## src/swc_params.svh

```systemverilog
// Constants for the sleep, wake and watchdog controller.
// Assumes inclusion by its bare name from the package and the top module.
`ifndef SWC_PARAMS_SVH
`define SWC_PARAMS_SVH

// Register byte offsets
`define SWC_OFF_CTRL 8'h00
`define SWC_OFF_STATUS 8'h04
`define SWC_OFF_IRQ_STAT 8'h08
`define SWC_OFF_IRQ_MASK 8'h0C
`define SWC_OFF_WDT_KICK 8'h10

// Control register fields
`define SWC_CTRL_SLEEP 0
`define SWC_CTRL_IO_WAKE 1
`define SWC_CTRL_COMM_WAKE 2
`define SWC_CTRL_PULL_OFF 3
`define SWC_CTRL_IO_SEL_LO 4
`define SWC_CTRL_MODE_LO 6
`define SWC_CTRL_IGNORE 8
`define SWC_CTRL_SW_RST 9
`define SWC_CTRL_RST 10'h006

// Interrupt status bits
`define SWC_IRQ_WAKE 0
`define SWC_IRQ_WDT 1
`define SWC_IRQ_SLEPT 2
`define SWC_IRQ_RESUMED 3

// Communication port wake modes
`define SWC_MODE_DIFF 2'h0
`define SWC_MODE_SINGLE 2'h1
`define SWC_MODE_SPECIAL 2'h2

// Clock division and instruction cycle
`define SWC_SYS_DIV 2
`define SWC_SYS_PER_INSTR 3
`define SWC_IN_PER_INSTR (`SWC_SYS_DIV * `SWC_SYS_PER_INSTR)

// Oscillator stabilisation, in input clock transitions
`define SWC_STAB_TRANS 15
`define SWC_STAB_CYCLES ((`SWC_STAB_TRANS + 1) / 2)

// Maintenance after wake, in input clock cycles
`define SWC_MAINT_TYP_NOIGN 2000
`define SWC_MAINT_WORST_NOIGN 47000
`define SWC_MAINT_TYP_IGN 7200
`define SWC_MAINT_WORST_IGN 66000

// Watchdog period: time in ms at the reference input rate
`define SWC_WDT_TIME_MS 840
`define SWC_WDT_REF_MHZ 10
`define SWC_WDT_CYCLES (`SWC_WDT_TIME_MS * 1000 * `SWC_WDT_REF_MHZ)

`endif

```

## src/swc_pkg.sv

```systemverilog
// Types shared by the sleep, wake and watchdog controller.
// Assumes the constants header is on the include path.
`include "swc_params.svh"
package swc_pkg;

  // Controller sequence, one-hot
  typedef enum logic [5:0] {
    SWC_RUN   = 6'h01,
    SWC_DRAIN = 6'h02,
    SWC_SLEEP = 6'h04,
    SWC_OSC   = 6'h08,
    SWC_STAB  = 6'h10,
    SWC_MAINT = 6'h20
  } swc_state_e;

  // Drive state of port pins and service pin
  typedef struct packed {
    logic [10:0] port_out;
    logic [10:0] port_oe;
    logic svc_out;
    logic svc_oe;
  } swc_pins_s;

  // Control register layout
  typedef struct packed {
    logic sw_rst;
    logic comm_ignore;
    logic [1:0] comm_mode;
    logic [1:0] io_sel;
    logic pull_off;
    logic comm_wake_en;
    logic io_wake_en;
    logic sleep_req;
  } swc_ctrl_s;

endpackage

```

## src/swc_top.sv

```systemverilog
// Sleep/wake sequencer, clock division and three watchdogs.
// Assumes sys_clk is the input clock and pins arrive unsynchronised.
//
// Overview of operation
// - System clock is input clock halved
// - Instruction cycle is six input clocks
// - Sleep stops system clock and timers
// - Selected upper port pin wakes, maskable
// - Service pin transition always wakes
// - Mode-selected comm line wakes, maskable
// - Optional pull-up disable during sleep
// - Pins hold pre-sleep levels while asleep
// - Sleep waits for packet transmission end
// - Memory enable held high while asleep
// - Restart oscillator, stabilise, maintain, resume
// - Maintenance 2000 or 47000 cycles
// - Ignore option: 7200 or 66000 cycles
// - Three watchdogs, expiry resets chip
// - Watchdog period 0.84 s at 10 MHz
// - Watchdogs disabled during sleep
// - Pull reset pin until sensed low
`include "swc_params.svh"
module swc_top #(
  parameter int WDT_CYCLES = `SWC_WDT_CYCLES,
  parameter int MAINT_WORST_NOIGN = `SWC_MAINT_WORST_NOIGN,
  parameter int MAINT_TYP_IGN = `SWC_MAINT_TYP_IGN,
  parameter int MAINT_WORST_IGN = `SWC_MAINT_WORST_IGN
) (
  // Clock and reset
  input wire logic sys_clk,
  input wire logic sys_rst,
  // Register port
  input wire logic [7:0] reg_addr,
  input wire logic [31:0] reg_wdata,
  input wire logic reg_wr,
  input wire logic reg_rd,
  output logic [31:0] reg_rdata,
  output logic irq,
  // Wake pins, raw
  input wire logic [3:0] upper_port_pins,
  input wire logic service_pin_in,
  input wire logic comm_line_zero,
  input wire logic comm_line_one,
  input wire logic comm_line_three,
  // Oscillator
  input wire logic osc_running,
  output logic osc_enable,
  // Core side
  input wire logic tx_busy,
  input wire logic maint_worst,
  input wire logic mem_e_n_core,
  input wire swc_pkg::swc_pins_s core_pins,
  // Pin drive
  output swc_pkg::swc_pins_s held_pins,
  output logic mem_e_n,
  output logic [4:0] pullup_en,
  // Clocks out
  output logic sys_clk_half,
  output logic instr_strobe,
  output logic timer_run,
  // Reset pin, open drain
  input wire logic reset_pin_in,
  output logic reset_pin_out,
  output logic reset_pin_oe
);
  import swc_pkg::*;

  localparam int NSYNC = 10;
  localparam logic [2:0] STAB_LAST = 3'(`SWC_STAB_CYCLES - 1);

  // Register address match, used by read and write decode
  function automatic logic hit(input logic [7:0] a, input logic [7:0] off);
    hit = (a == off);
  endfunction

  // Synchroniser stages
  logic [NSYNC-1:0] raw_w;
  logic [NSYNC-1:0] meta_q;
  logic [NSYNC-1:0] sync_q;
  // Wake line reference at sleep entry
  logic [NSYNC-1:0] ref_q;
  // Sequencer
  swc_state_e state_q;
  logic sleep_pend_q;
  logic [2:0] stab_q;
  logic [16:0] maint_q;
  logic [16:0] maint_len_w;
  // Registers
  swc_ctrl_s ctrl_q;
  logic [3:0] irq_stat_q;
  logic [3:0] irq_mask_q;
  logic [3:0] irq_set_w;
  // Latched wake enables and pull-up option
  logic io_en_q;
  logic comm_en_q;
  logic pull_off_q;
  // Clock generation
  logic [2:0] phase_q;
  // Watchdogs
  logic [23:0] wdt_q [3];
  logic [2:0] wdt_exp_w;
  logic [2:0] kick_w;
  // Decoded events
  logic wr_ctrl_w;
  logic wake_io_w;
  logic wake_svc_w;
  logic wake_comm_w;
  logic wake_w;
  logic asleep_w;
  logic frozen_w;
  logic reset_req_w;

  // Raw pin vector; index 9 is reset pin, 8 oscillator good
  assign raw_w = {reset_pin_in, osc_running, comm_line_three,
                  comm_line_one, comm_line_zero, service_pin_in,
                  upper_port_pins};

  // Two-stage synchronisers, first stage read only by second
  genvar gi;
  generate
    for (gi = 0; gi < NSYNC; gi++) begin : g_sync
      always_ff @(posedge sys_clk) begin
        if (sys_rst) begin
          meta_q[gi] <= 1'b0;
          sync_q[gi] <= 1'b0;
        end else begin
          meta_q[gi] <= raw_w[gi];
          sync_q[gi] <= meta_q[gi];
        end
      end
    end
  endgenerate

  // Decodes
  assign wr_ctrl_w = reg_wr && hit(reg_addr, `SWC_OFF_CTRL);
  assign kick_w = (reg_wr && hit(reg_addr, `SWC_OFF_WDT_KICK)) ?
                  reg_wdata[2:0] : 3'h0;
  assign asleep_w = (state_q == SWC_SLEEP);
  // Pins stay frozen until maintenance, since the core is not yet up
  assign frozen_w = (state_q == SWC_SLEEP) || (state_q == SWC_OSC) ||
                    (state_q == SWC_STAB);

  // Wake sources compared against the level seen at sleep entry
  always_comb begin
    wake_io_w = io_en_q &&
      (sync_q[ctrl_q.io_sel] != ref_q[ctrl_q.io_sel]);
    wake_svc_w = (sync_q[4] != ref_q[4]);
    unique case (ctrl_q.comm_mode)
      `SWC_MODE_DIFF: wake_comm_w = (sync_q[5] != ref_q[5]) ||
                                    (sync_q[6] != ref_q[6]);
      `SWC_MODE_SINGLE: wake_comm_w = (sync_q[5] != ref_q[5]);
      `SWC_MODE_SPECIAL: wake_comm_w = (sync_q[7] != ref_q[7]);
      default: wake_comm_w = 1'b0;
    endcase
    wake_comm_w = wake_comm_w && comm_en_q;
    wake_w = asleep_w && (wake_io_w || wake_svc_w || wake_comm_w);
  end

  // Maintenance length from ignore option and load
  always_comb begin
    if (ctrl_q.comm_ignore) begin
      maint_len_w = maint_worst ? 17'(MAINT_WORST_IGN) :
                                  17'(MAINT_TYP_IGN);
    end else begin
      maint_len_w = maint_worst ? 17'(MAINT_WORST_NOIGN) :
                                  17'(`SWC_MAINT_TYP_NOIGN);
    end
  end

  // Sleep request is remembered until the sequencer takes it
  always_ff @(posedge sys_clk) begin
    if (sys_rst) begin
      sleep_pend_q <= 1'b0;
    end else if (wr_ctrl_w && reg_wdata[`SWC_CTRL_SLEEP]) begin
      sleep_pend_q <= 1'b1;
    end else if (state_q != SWC_RUN) begin
      sleep_pend_q <= 1'b0;
    end
  end

  // Main sleep and wake sequence
  always_ff @(posedge sys_clk) begin
    if (sys_rst) begin
      state_q <= SWC_RUN;
      stab_q <= 3'h0;
      maint_q <= 17'h00000;
    end else begin
      unique case (state_q)
        SWC_RUN: begin
          if (sleep_pend_q) begin
            state_q <= SWC_DRAIN;
          end
        end
        SWC_DRAIN: begin
          // Never cut a packet short
          if (!tx_busy) begin
            state_q <= SWC_SLEEP;
          end
        end
        SWC_SLEEP: begin
          if (wake_w) begin
            state_q <= SWC_OSC;
          end
        end
        SWC_OSC: begin
          // Oscillator start-up time depends on the resonator
          if (sync_q[8]) begin
            state_q <= SWC_STAB;
            stab_q <= 3'h0;
          end
        end
        SWC_STAB: begin
          if (stab_q == STAB_LAST) begin
            state_q <= SWC_MAINT;
            maint_q <= maint_len_w - 17'h00001;
          end else begin
            stab_q <= stab_q + 3'h1;
          end
        end
        SWC_MAINT: begin
          if (maint_q == 17'h00000) begin
            state_q <= SWC_RUN;
          end else begin
            maint_q <= maint_q - 17'h00001;
          end
        end
      endcase
    end
  end

  // Capture wake references and enables on entering sleep
  always_ff @(posedge sys_clk) begin
    if (sys_rst) begin
      ref_q <= '0;
      io_en_q <= 1'b0;
      comm_en_q <= 1'b0;
      pull_off_q <= 1'b0;
    end else if (state_q == SWC_DRAIN && !tx_busy) begin
      ref_q <= sync_q;
      io_en_q <= ctrl_q.io_wake_en;
      comm_en_q <= ctrl_q.comm_wake_en;
      pull_off_q <= ctrl_q.pull_off;
    end
  end

  // Control register; strobe bits never stay set
  always_ff @(posedge sys_clk) begin
    if (sys_rst) begin
      ctrl_q <= swc_ctrl_s'(`SWC_CTRL_RST);
    end else if (wr_ctrl_w) begin
      ctrl_q <= swc_ctrl_s'(reg_wdata[9:0]);
    end else begin
      ctrl_q.sleep_req <= 1'b0;
      ctrl_q.sw_rst <= 1'b0;
    end
  end

  // Clock divider and instruction phase halt in sleep
  always_ff @(posedge sys_clk) begin
    if (sys_rst) begin
      sys_clk_half <= 1'b0;
      phase_q <= 3'h0;
      instr_strobe <= 1'b0;
      timer_run <= 1'b0;
    end else if (asleep_w) begin
      instr_strobe <= 1'b0;
      timer_run <= 1'b0;
    end else begin
      sys_clk_half <= ~sys_clk_half;
      timer_run <= 1'b1;
      if (phase_q == 3'(`SWC_IN_PER_INSTR - 1)) begin
        phase_q <= 3'h0;
        instr_strobe <= 1'b1;
      end else begin
        phase_q <= phase_q + 3'h1;
        instr_strobe <= 1'b0;
      end
    end
  end

  // Three watchdogs, each reloaded by its own restart bit
  generate
    for (gi = 0; gi < 3; gi++) begin : g_wdt
      assign wdt_exp_w[gi] = (wdt_q[gi] == 24'h000000) && !asleep_w;
      always_ff @(posedge sys_clk) begin
        if (sys_rst) begin
          wdt_q[gi] <= 24'(WDT_CYCLES - 1);
        end else if (kick_w[gi] || wdt_exp_w[gi]) begin
          wdt_q[gi] <= 24'(WDT_CYCLES - 1);
        end else if (!asleep_w) begin
          // Counted in input cycles so the period scales with rate
          wdt_q[gi] <= wdt_q[gi] - 24'h000001;
        end
      end
    end
  endgenerate

  // Reset request from any watchdog or from software
  assign reset_req_w = (|wdt_exp_w) || ctrl_q.sw_rst;

  // Drive reset pin low until it reads back low
  always_ff @(posedge sys_clk) begin
    if (sys_rst) begin
      reset_pin_oe <= 1'b0;
      reset_pin_out <= 1'b0;
    end else if (reset_req_w) begin
      reset_pin_oe <= 1'b1;
    end else if (reset_pin_oe && !sync_q[9]) begin
      // External capacitor then stretches the pulse
      reset_pin_oe <= 1'b0;
    end
  end

  // Pins hold their level while asleep
  always_ff @(posedge sys_clk) begin
    if (sys_rst) begin
      held_pins <= '0;
    end else if (!frozen_w) begin
      held_pins <= core_pins;
    end
  end

  // Memory strobe parked inactive, pull-ups optionally off
  always_ff @(posedge sys_clk) begin
    if (sys_rst) begin
      mem_e_n <= 1'b1;
      pullup_en <= 5'h1F;
      osc_enable <= 1'b1;
    end else begin
      mem_e_n <= frozen_w ? 1'b1 : mem_e_n_core;
      pullup_en <= (asleep_w && pull_off_q) ? 5'h00 : 5'h1F;
      osc_enable <= !asleep_w;
    end
  end

  // Interrupt events
  assign irq_set_w[`SWC_IRQ_WAKE] = wake_w;
  assign irq_set_w[`SWC_IRQ_WDT] = |wdt_exp_w;
  assign irq_set_w[`SWC_IRQ_SLEPT] = (state_q == SWC_DRAIN) && !tx_busy;
  assign irq_set_w[`SWC_IRQ_RESUMED] = (state_q == SWC_MAINT) &&
                                       (maint_q == 17'h00000);

  // Sticky status, write one clears, set beats clear
  always_ff @(posedge sys_clk) begin
    if (sys_rst) begin
      irq_stat_q <= 4'h0;
    end else if (reg_wr && hit(reg_addr, `SWC_OFF_IRQ_STAT)) begin
      irq_stat_q <= (irq_stat_q & ~reg_wdata[3:0]) | irq_set_w;
    end else begin
      irq_stat_q <= irq_stat_q | irq_set_w;
    end
  end

  // Interrupt mask
  always_ff @(posedge sys_clk) begin
    if (sys_rst) begin
      irq_mask_q <= 4'h0;
    end else if (reg_wr && hit(reg_addr, `SWC_OFF_IRQ_MASK)) begin
      irq_mask_q <= reg_wdata[3:0];
    end
  end

  // Level interrupt output
  always_ff @(posedge sys_clk) begin
    if (sys_rst) begin
      irq <= 1'b0;
    end else begin
      irq <= |((irq_stat_q | irq_set_w) & irq_mask_q);
    end
  end

  // Read data one cycle after the strobe, zero otherwise
  always_ff @(posedge sys_clk) begin
    if (sys_rst) begin
      reg_rdata <= 32'h00000000;
    end else if (!reg_rd) begin
      reg_rdata <= 32'h00000000;
    end else if (hit(reg_addr, `SWC_OFF_CTRL)) begin
      reg_rdata <= {22'h000000, ctrl_q.sw_rst & 1'b0, ctrl_q.comm_ignore,
                    ctrl_q.comm_mode, ctrl_q.io_sel, ctrl_q.pull_off,
                    ctrl_q.comm_wake_en, ctrl_q.io_wake_en, 1'b0};
    end else if (hit(reg_addr, `SWC_OFF_STATUS)) begin
      reg_rdata <= {22'h000000, reset_pin_oe, sleep_pend_q, tx_busy,
                    asleep_w, state_q};
    end else if (hit(reg_addr, `SWC_OFF_IRQ_STAT)) begin
      reg_rdata <= {28'h0000000, irq_stat_q};
    end else if (hit(reg_addr, `SWC_OFF_IRQ_MASK)) begin
      reg_rdata <= {28'h0000000, irq_mask_q};
    end else begin
      reg_rdata <= 32'h00000000;
    end
  end

endmodule // swc_top

```

## config.mk

```make
export PLATFORM = sky130hd
export DESIGN_NAME = swc_top
export DESIGN_NICKNAME = d
export VERILOG_FILES = /design/src/swc_pkg.sv /design/src/swc_top.sv
export VERILOG_INCLUDE_DIRS = /design/src /design/src/src
export SDC_FILE = /design/constraint.sdc
export NUM_CORES = 1
export LEC_CHECK = 0
export BUFFER_PORTS_ARGS = -buffer_cell sky130_fd_sc_hd__buf_2
export CORE_ASPECT_RATIO = 0.6
export CORE_MARGIN = 8
export CORE_UTILIZATION = 35
export DETAILED_ROUTE_END_ITERATION = 10
export GPL_TIMING_DRIVEN = 0
export PLACE_DENSITY = 0.53
export SETUP_SLACK_MARGIN = 0.1
export SLEW_MARGIN = 40
export SYNTH_ARGS = -nofsm -noshare
export SYNTH_HDL_FRONTEND = slang
export SYNTH_SLANG_ARGS = --single-unit
```

## constraint.sdc

```tcl
create_clock -name sys_clk -period 6.8 [get_ports sys_clk]
set_input_delay 1.02 -clock sys_clk [delete_from_list [all_inputs] [get_ports sys_clk]]
set_output_delay 1.02 -clock sys_clk [all_outputs]
set_load 0.02 [all_outputs]
```

==> load_flow_metrics.sql <==
INSERT INTO impl_metrics (metric_group, metric, value, unit) VALUES
('run_status', 'status', 'complete, no violations', ''),
('sta', 'setup-violations-final', '0', ''),
('logic_synthesis', 'synth-warning-count', '0', ''),
('die', 'floorplan.initialDensity', '0.353', ''),
('sta', 'finalClockSkew', '0.00962', 'ns'),
('setup_path', 'critical_path.startpoint_type', 'flip-flop', ''),
('drt', 'detail_route.vias_per_cell', '4.92', ''),
('placed_design', 'io_buf_count', '103', ''),
('pwr', 'power_per_cell_area', '219', 'nW/um^2'),
('logic_synthesis', 'ys_types', '66', ''),
('logic_synthesis', 'yosysTopAreaCellShare', '0.260', ''),
('logic_synthesis', 'synth_area', '9230', 'um^2'),
('die', 'floorplan.io_pins', '150', ''),
('sta', 'slew_headroom', '0.489', ''),
('logic_synthesis', 'synthCells', '975', ''),
('global_routing', 'number_of_global_route_vias_before_repair', '6826', ''),
('logic_synthesis', 'number_of_synthesized_flops_with_an_enable_pin', '72', ''),
('drt', 'drtIter0Drc', '548', ''),
('setup_path', 'timing.reg2reg.setup_slack', '3.58', 'ns'),
('pwr', 'worst_ir_drop_vdd', '0.000140', 'V'),
('cts', 'clkTransAtPathRegs', '0.07', 'ns'),
('sta', 'fin_crit', '3.22', 'ns'),
('sta', 'max_clock_freq', '310', 'MHz'),
('cts', 'cts.hold.buffers_added', '0', ''),
('drt', 'detail_route.wirelength', '24.6', 'mm'),
('logic_synthesis', 'yosysTopAreaCell', 'sky130_fd_sc_hd__dfxtp_1', ''),
('cts', 'count_of_instances_resized_after_the_clock_tree_is_built', '0', ''),
('run', 'timing.max_cap.violations', '0', ''),
('setup_path', 'worst_setup_path_endpoint', 'wdt_q[2][11]', ''),
('sta', 'final.setup.tns', '0', 'ns'),
('logic_synthesis', 'synth_area_leaders', 'sky130_fd_sc_hd__dfxtp_1 26%, sky130_fd_sc_hd__edfxtp_1 23%, sky130_fd_sc_hd__nand2_1 5.8%, sky130_fd_sc_hd__nor2_1 4.5%, sky130_fd_sc_hd__xnor2_1 4.5%', ''),
('sta', 'worst_pin_slew', '0.767', 'ns'),
('logic_synthesis', 'syn-mean-instance-area', '9.47', 'um^2'),
('setup_path', 'crit_fanout', '24', ''),
('die', 'fp.coreArea', '26200', 'um^2'),
('drt', 'post_drt_wl_per_cell', '16.4', 'um'),
('cts', 'cts_tree', 'done', ''),
('layout', 'post_route_cells_drive_above_1_share', '0.171', ''),
('cts', 'cts_max_path_buffers', '2', ''),
('setup_path', 'worst_ep_required_time', '6.83', 'ns'),
('drt', 'dr_total_vias', '7344', ''),
('layout', 'final-seq-area', '4560', 'um^2'),
('logic_synthesis', 'synth_async_reset_ratio', '0', ''),
('global_routing', 'overflow', '0', ''),
('layout', 'multiInputGateArea', '4330', 'um^2'),
('global_routing', 'maximum_number_of_pins_on_one_net_before_global_route_repair', '25', ''),
('sta', 'final-hold-violation-count', '0', ''),
('cts', 'postCtsSetupRepairBufs', '0', ''),
('layout', 'final_core_utilization', '0.415', ''),
('layout', 'nFillCells', '2580', ''),
('logic_synthesis', 'ys_seq_area_frac', '0.494', ''),
('placed_design', 'dp.final_hpwl', '18.3', 'mm'),
('cts', 'clk_latency', '0.44', 'ns'),
('drt', 'dr.pass1.iters', '7', ''),
('cts', 'cell_at_the_root_of_the_clock_tree', 'sky130_fd_sc_hd__clkbuf_16', ''),
('sta', 'grt_setup_unrepaired', 'no', ''),
('die', 'die_area', '32000', 'um^2'),
('placed_design', 'gpl.final_weighted_congestion', '0.874', ''),
('sta', 'slew_violations', '0', ''),
('die', 'placement_rows', '46', ''),
('cts', 'cts-buffers-inserted', '17', ''),
('layout', 'final_common_cell', 'sky130_fd_sc_hd__nand2_1', ''),
('global_routing', 'gr-usage-all-layers', '0.154', ''),
('drt', 'detail_route.drc_violations', '0', ''),
('setup_path', 'end_kind', 'flip-flop', ''),
('die', 'fp.dieH', '142', 'um'),
('setup_path', 'timing.rr.end', 'wdt_q[2][11]', ''),
('cts', 'level_count_of_the_clock_h_tree', '4', ''),
('cts', 'clock-sinks', '192', ''),
('layout', 'num-nets-final', '1213', ''),
('setup_path', 'crit_path_from', 'state_q[4]', '');
==> worst min path at each step <==
stage               depth (start not counted)  slack, ns           end  startpoint
floorplan                                   1       0.36  pullup_en[3]  pull_off_q
global placement                            1       0.37  pullup_en[3]  pull_off_q
detailed placement                          1       0.37  pullup_en[3]  pull_off_q
CTS                                         1       0.39  pullup_en[3]  pull_off_q
global route                                1       0.41  pullup_en[3]  pull_off_q
finish                                      1       0.39  pullup_en[3]  pull_off_q
==> stage by stage <==
stage	area, um^2	setup slack (ns)	instances	hold slack [ns]	power (uW)
after floorplan	9320	3.91	997	0.357	1360
after global placement	10300	3.11	1460	0.366	1420
after detailed placement	10300	3.25	1460	0.369	1420
after CTS	10900	3.55	1492	0.391	2410
after global routing	10900	3.28	1492	0.412	2470
final	10900	3.58	1493	0.387	2380
==> kinds of logic after synthesis <==
kind of cell             synth area share
AO/OA/AOI/OAI                      0.0949
XOR/XNOR                           0.0655
adder cells (fa/ha/maj)            0.0176
buffers and inverters              0.0481
flip-flops                          0.494
multiplexers                       0.0424
other                            0.000406
AND/OR/NAND/NOR                     0.237
==> sequential cells by signal (all words and copies together) (netlist names), 3 cells and up <==
name and flops:
meta_q 10, phase_q 3, ref_q 8, state_q 6, sync_q 10, irq_stat_q 4, maint_q 17, reg_rdata 10
wdt_q 72, irq_mask_q 4, ctrl_q 9, held_pins 24, stab_q 3
==> critical path, stage by stage, from the launching register on <==
cell	delay, ns
sky130_fd_sc_hd__dfxtp_1	0.30
sky130_fd_sc_hd__buf_2	0.17
sky130_fd_sc_hd__nor4_1	0.62
sky130_fd_sc_hd__nand3b_1	0.51
sky130_fd_sc_hd__nor2_1	0.65
sky130_fd_sc_hd__nand2_2	0.56
==> per-layer routing <==
layer	share of wire	wire length, um	vias to the layer above	global-route usage
met4	0.011	267	6	0.0399
li1	-	-	3678	-
met3	0.090	2220	24	0.0519
met1	0.52	12900	3412	0.237
met2	0.37	9170	224	0.198
met5	0.0013	31	-	0
==> cell usage after synthesis (4+ instances only) <==
| library cell | instances |
|---|---|
| sky130_fd_sc_hd__a31oi_1 | 6 |
| sky130_fd_sc_hd__nor3b_1 | 5 |
| sky130_fd_sc_hd__a211o_1 | 4 |
| sky130_fd_sc_hd__a21oi_1 | 64 |
| sky130_fd_sc_hd__o21ai_0 | 28 |
| sky130_fd_sc_hd__o31ai_1 | 7 |
| sky130_fd_sc_hd__nand3_1 | 14 |
| sky130_fd_sc_hd__or4_1 | 15 |
| sky130_fd_sc_hd__xor2_1 | 22 |
| sky130_fd_sc_hd__xnor2_1 | 47 |
| sky130_fd_sc_hd__nand4b_1 | 4 |
| sky130_fd_sc_hd__clkbuf_1 | 37 |
| sky130_fd_sc_hd__and3_1 | 6 |
| sky130_fd_sc_hd__ha_1 | 13 |
| sky130_fd_sc_hd__or2_2 | 5 |
| sky130_fd_sc_hd__dfxtp_1 | 120 |
| sky130_fd_sc_hd__nand3b_1 | 10 |
| sky130_fd_sc_hd__nor3_1 | 32 |
| sky130_fd_sc_hd__nor2_1 | 111 |
| sky130_fd_sc_hd__buf_4 | 28 |
| sky130_fd_sc_hd__mux2i_1 | 29 |
| sky130_fd_sc_hd__nand2b_1 | 7 |
| sky130_fd_sc_hd__nor2b_1 | 29 |
| sky130_fd_sc_hd__nand2_1 | 143 |
| sky130_fd_sc_hd__nor4b_1 | 4 |
| sky130_fd_sc_hd__inv_1 | 13 |
| sky130_fd_sc_hd__edfxtp_1 | 72 |
| sky130_fd_sc_hd__nand4_1 | 5 |
| sky130_fd_sc_hd__nor4_1 | 20 |
| sky130_fd_sc_hd__buf_2 | 7 |
| sky130_fd_sc_hd__mux4_2 | 4 |
| sky130_fd_sc_hd__or3_1 | 8 |
==> cell type report <==
class                      count  area share
buffer                        73      0.0364
antenna                        1    0.000230
sequential                   192       0.420
multi-input combinational    719       0.398
clock inverter                13      0.0102
tap                          360      0.0414
timing repair buffer         103      0.0474
inverter                      13     0.00449
clock buffer                  19      0.0418
==> report_power, final <==
| part | internal (uW) | leakage [uW] | switching (uW) |
|---|---|---|---|
| Sequential | 1210 | 0.00173 | 17.0 |
| Clock | 527 | 0.000282 | 455 |
| Combinational | 65.5 | 0.00208 | 105 |
Note: power is estimated with default switching activity, not from simulation.
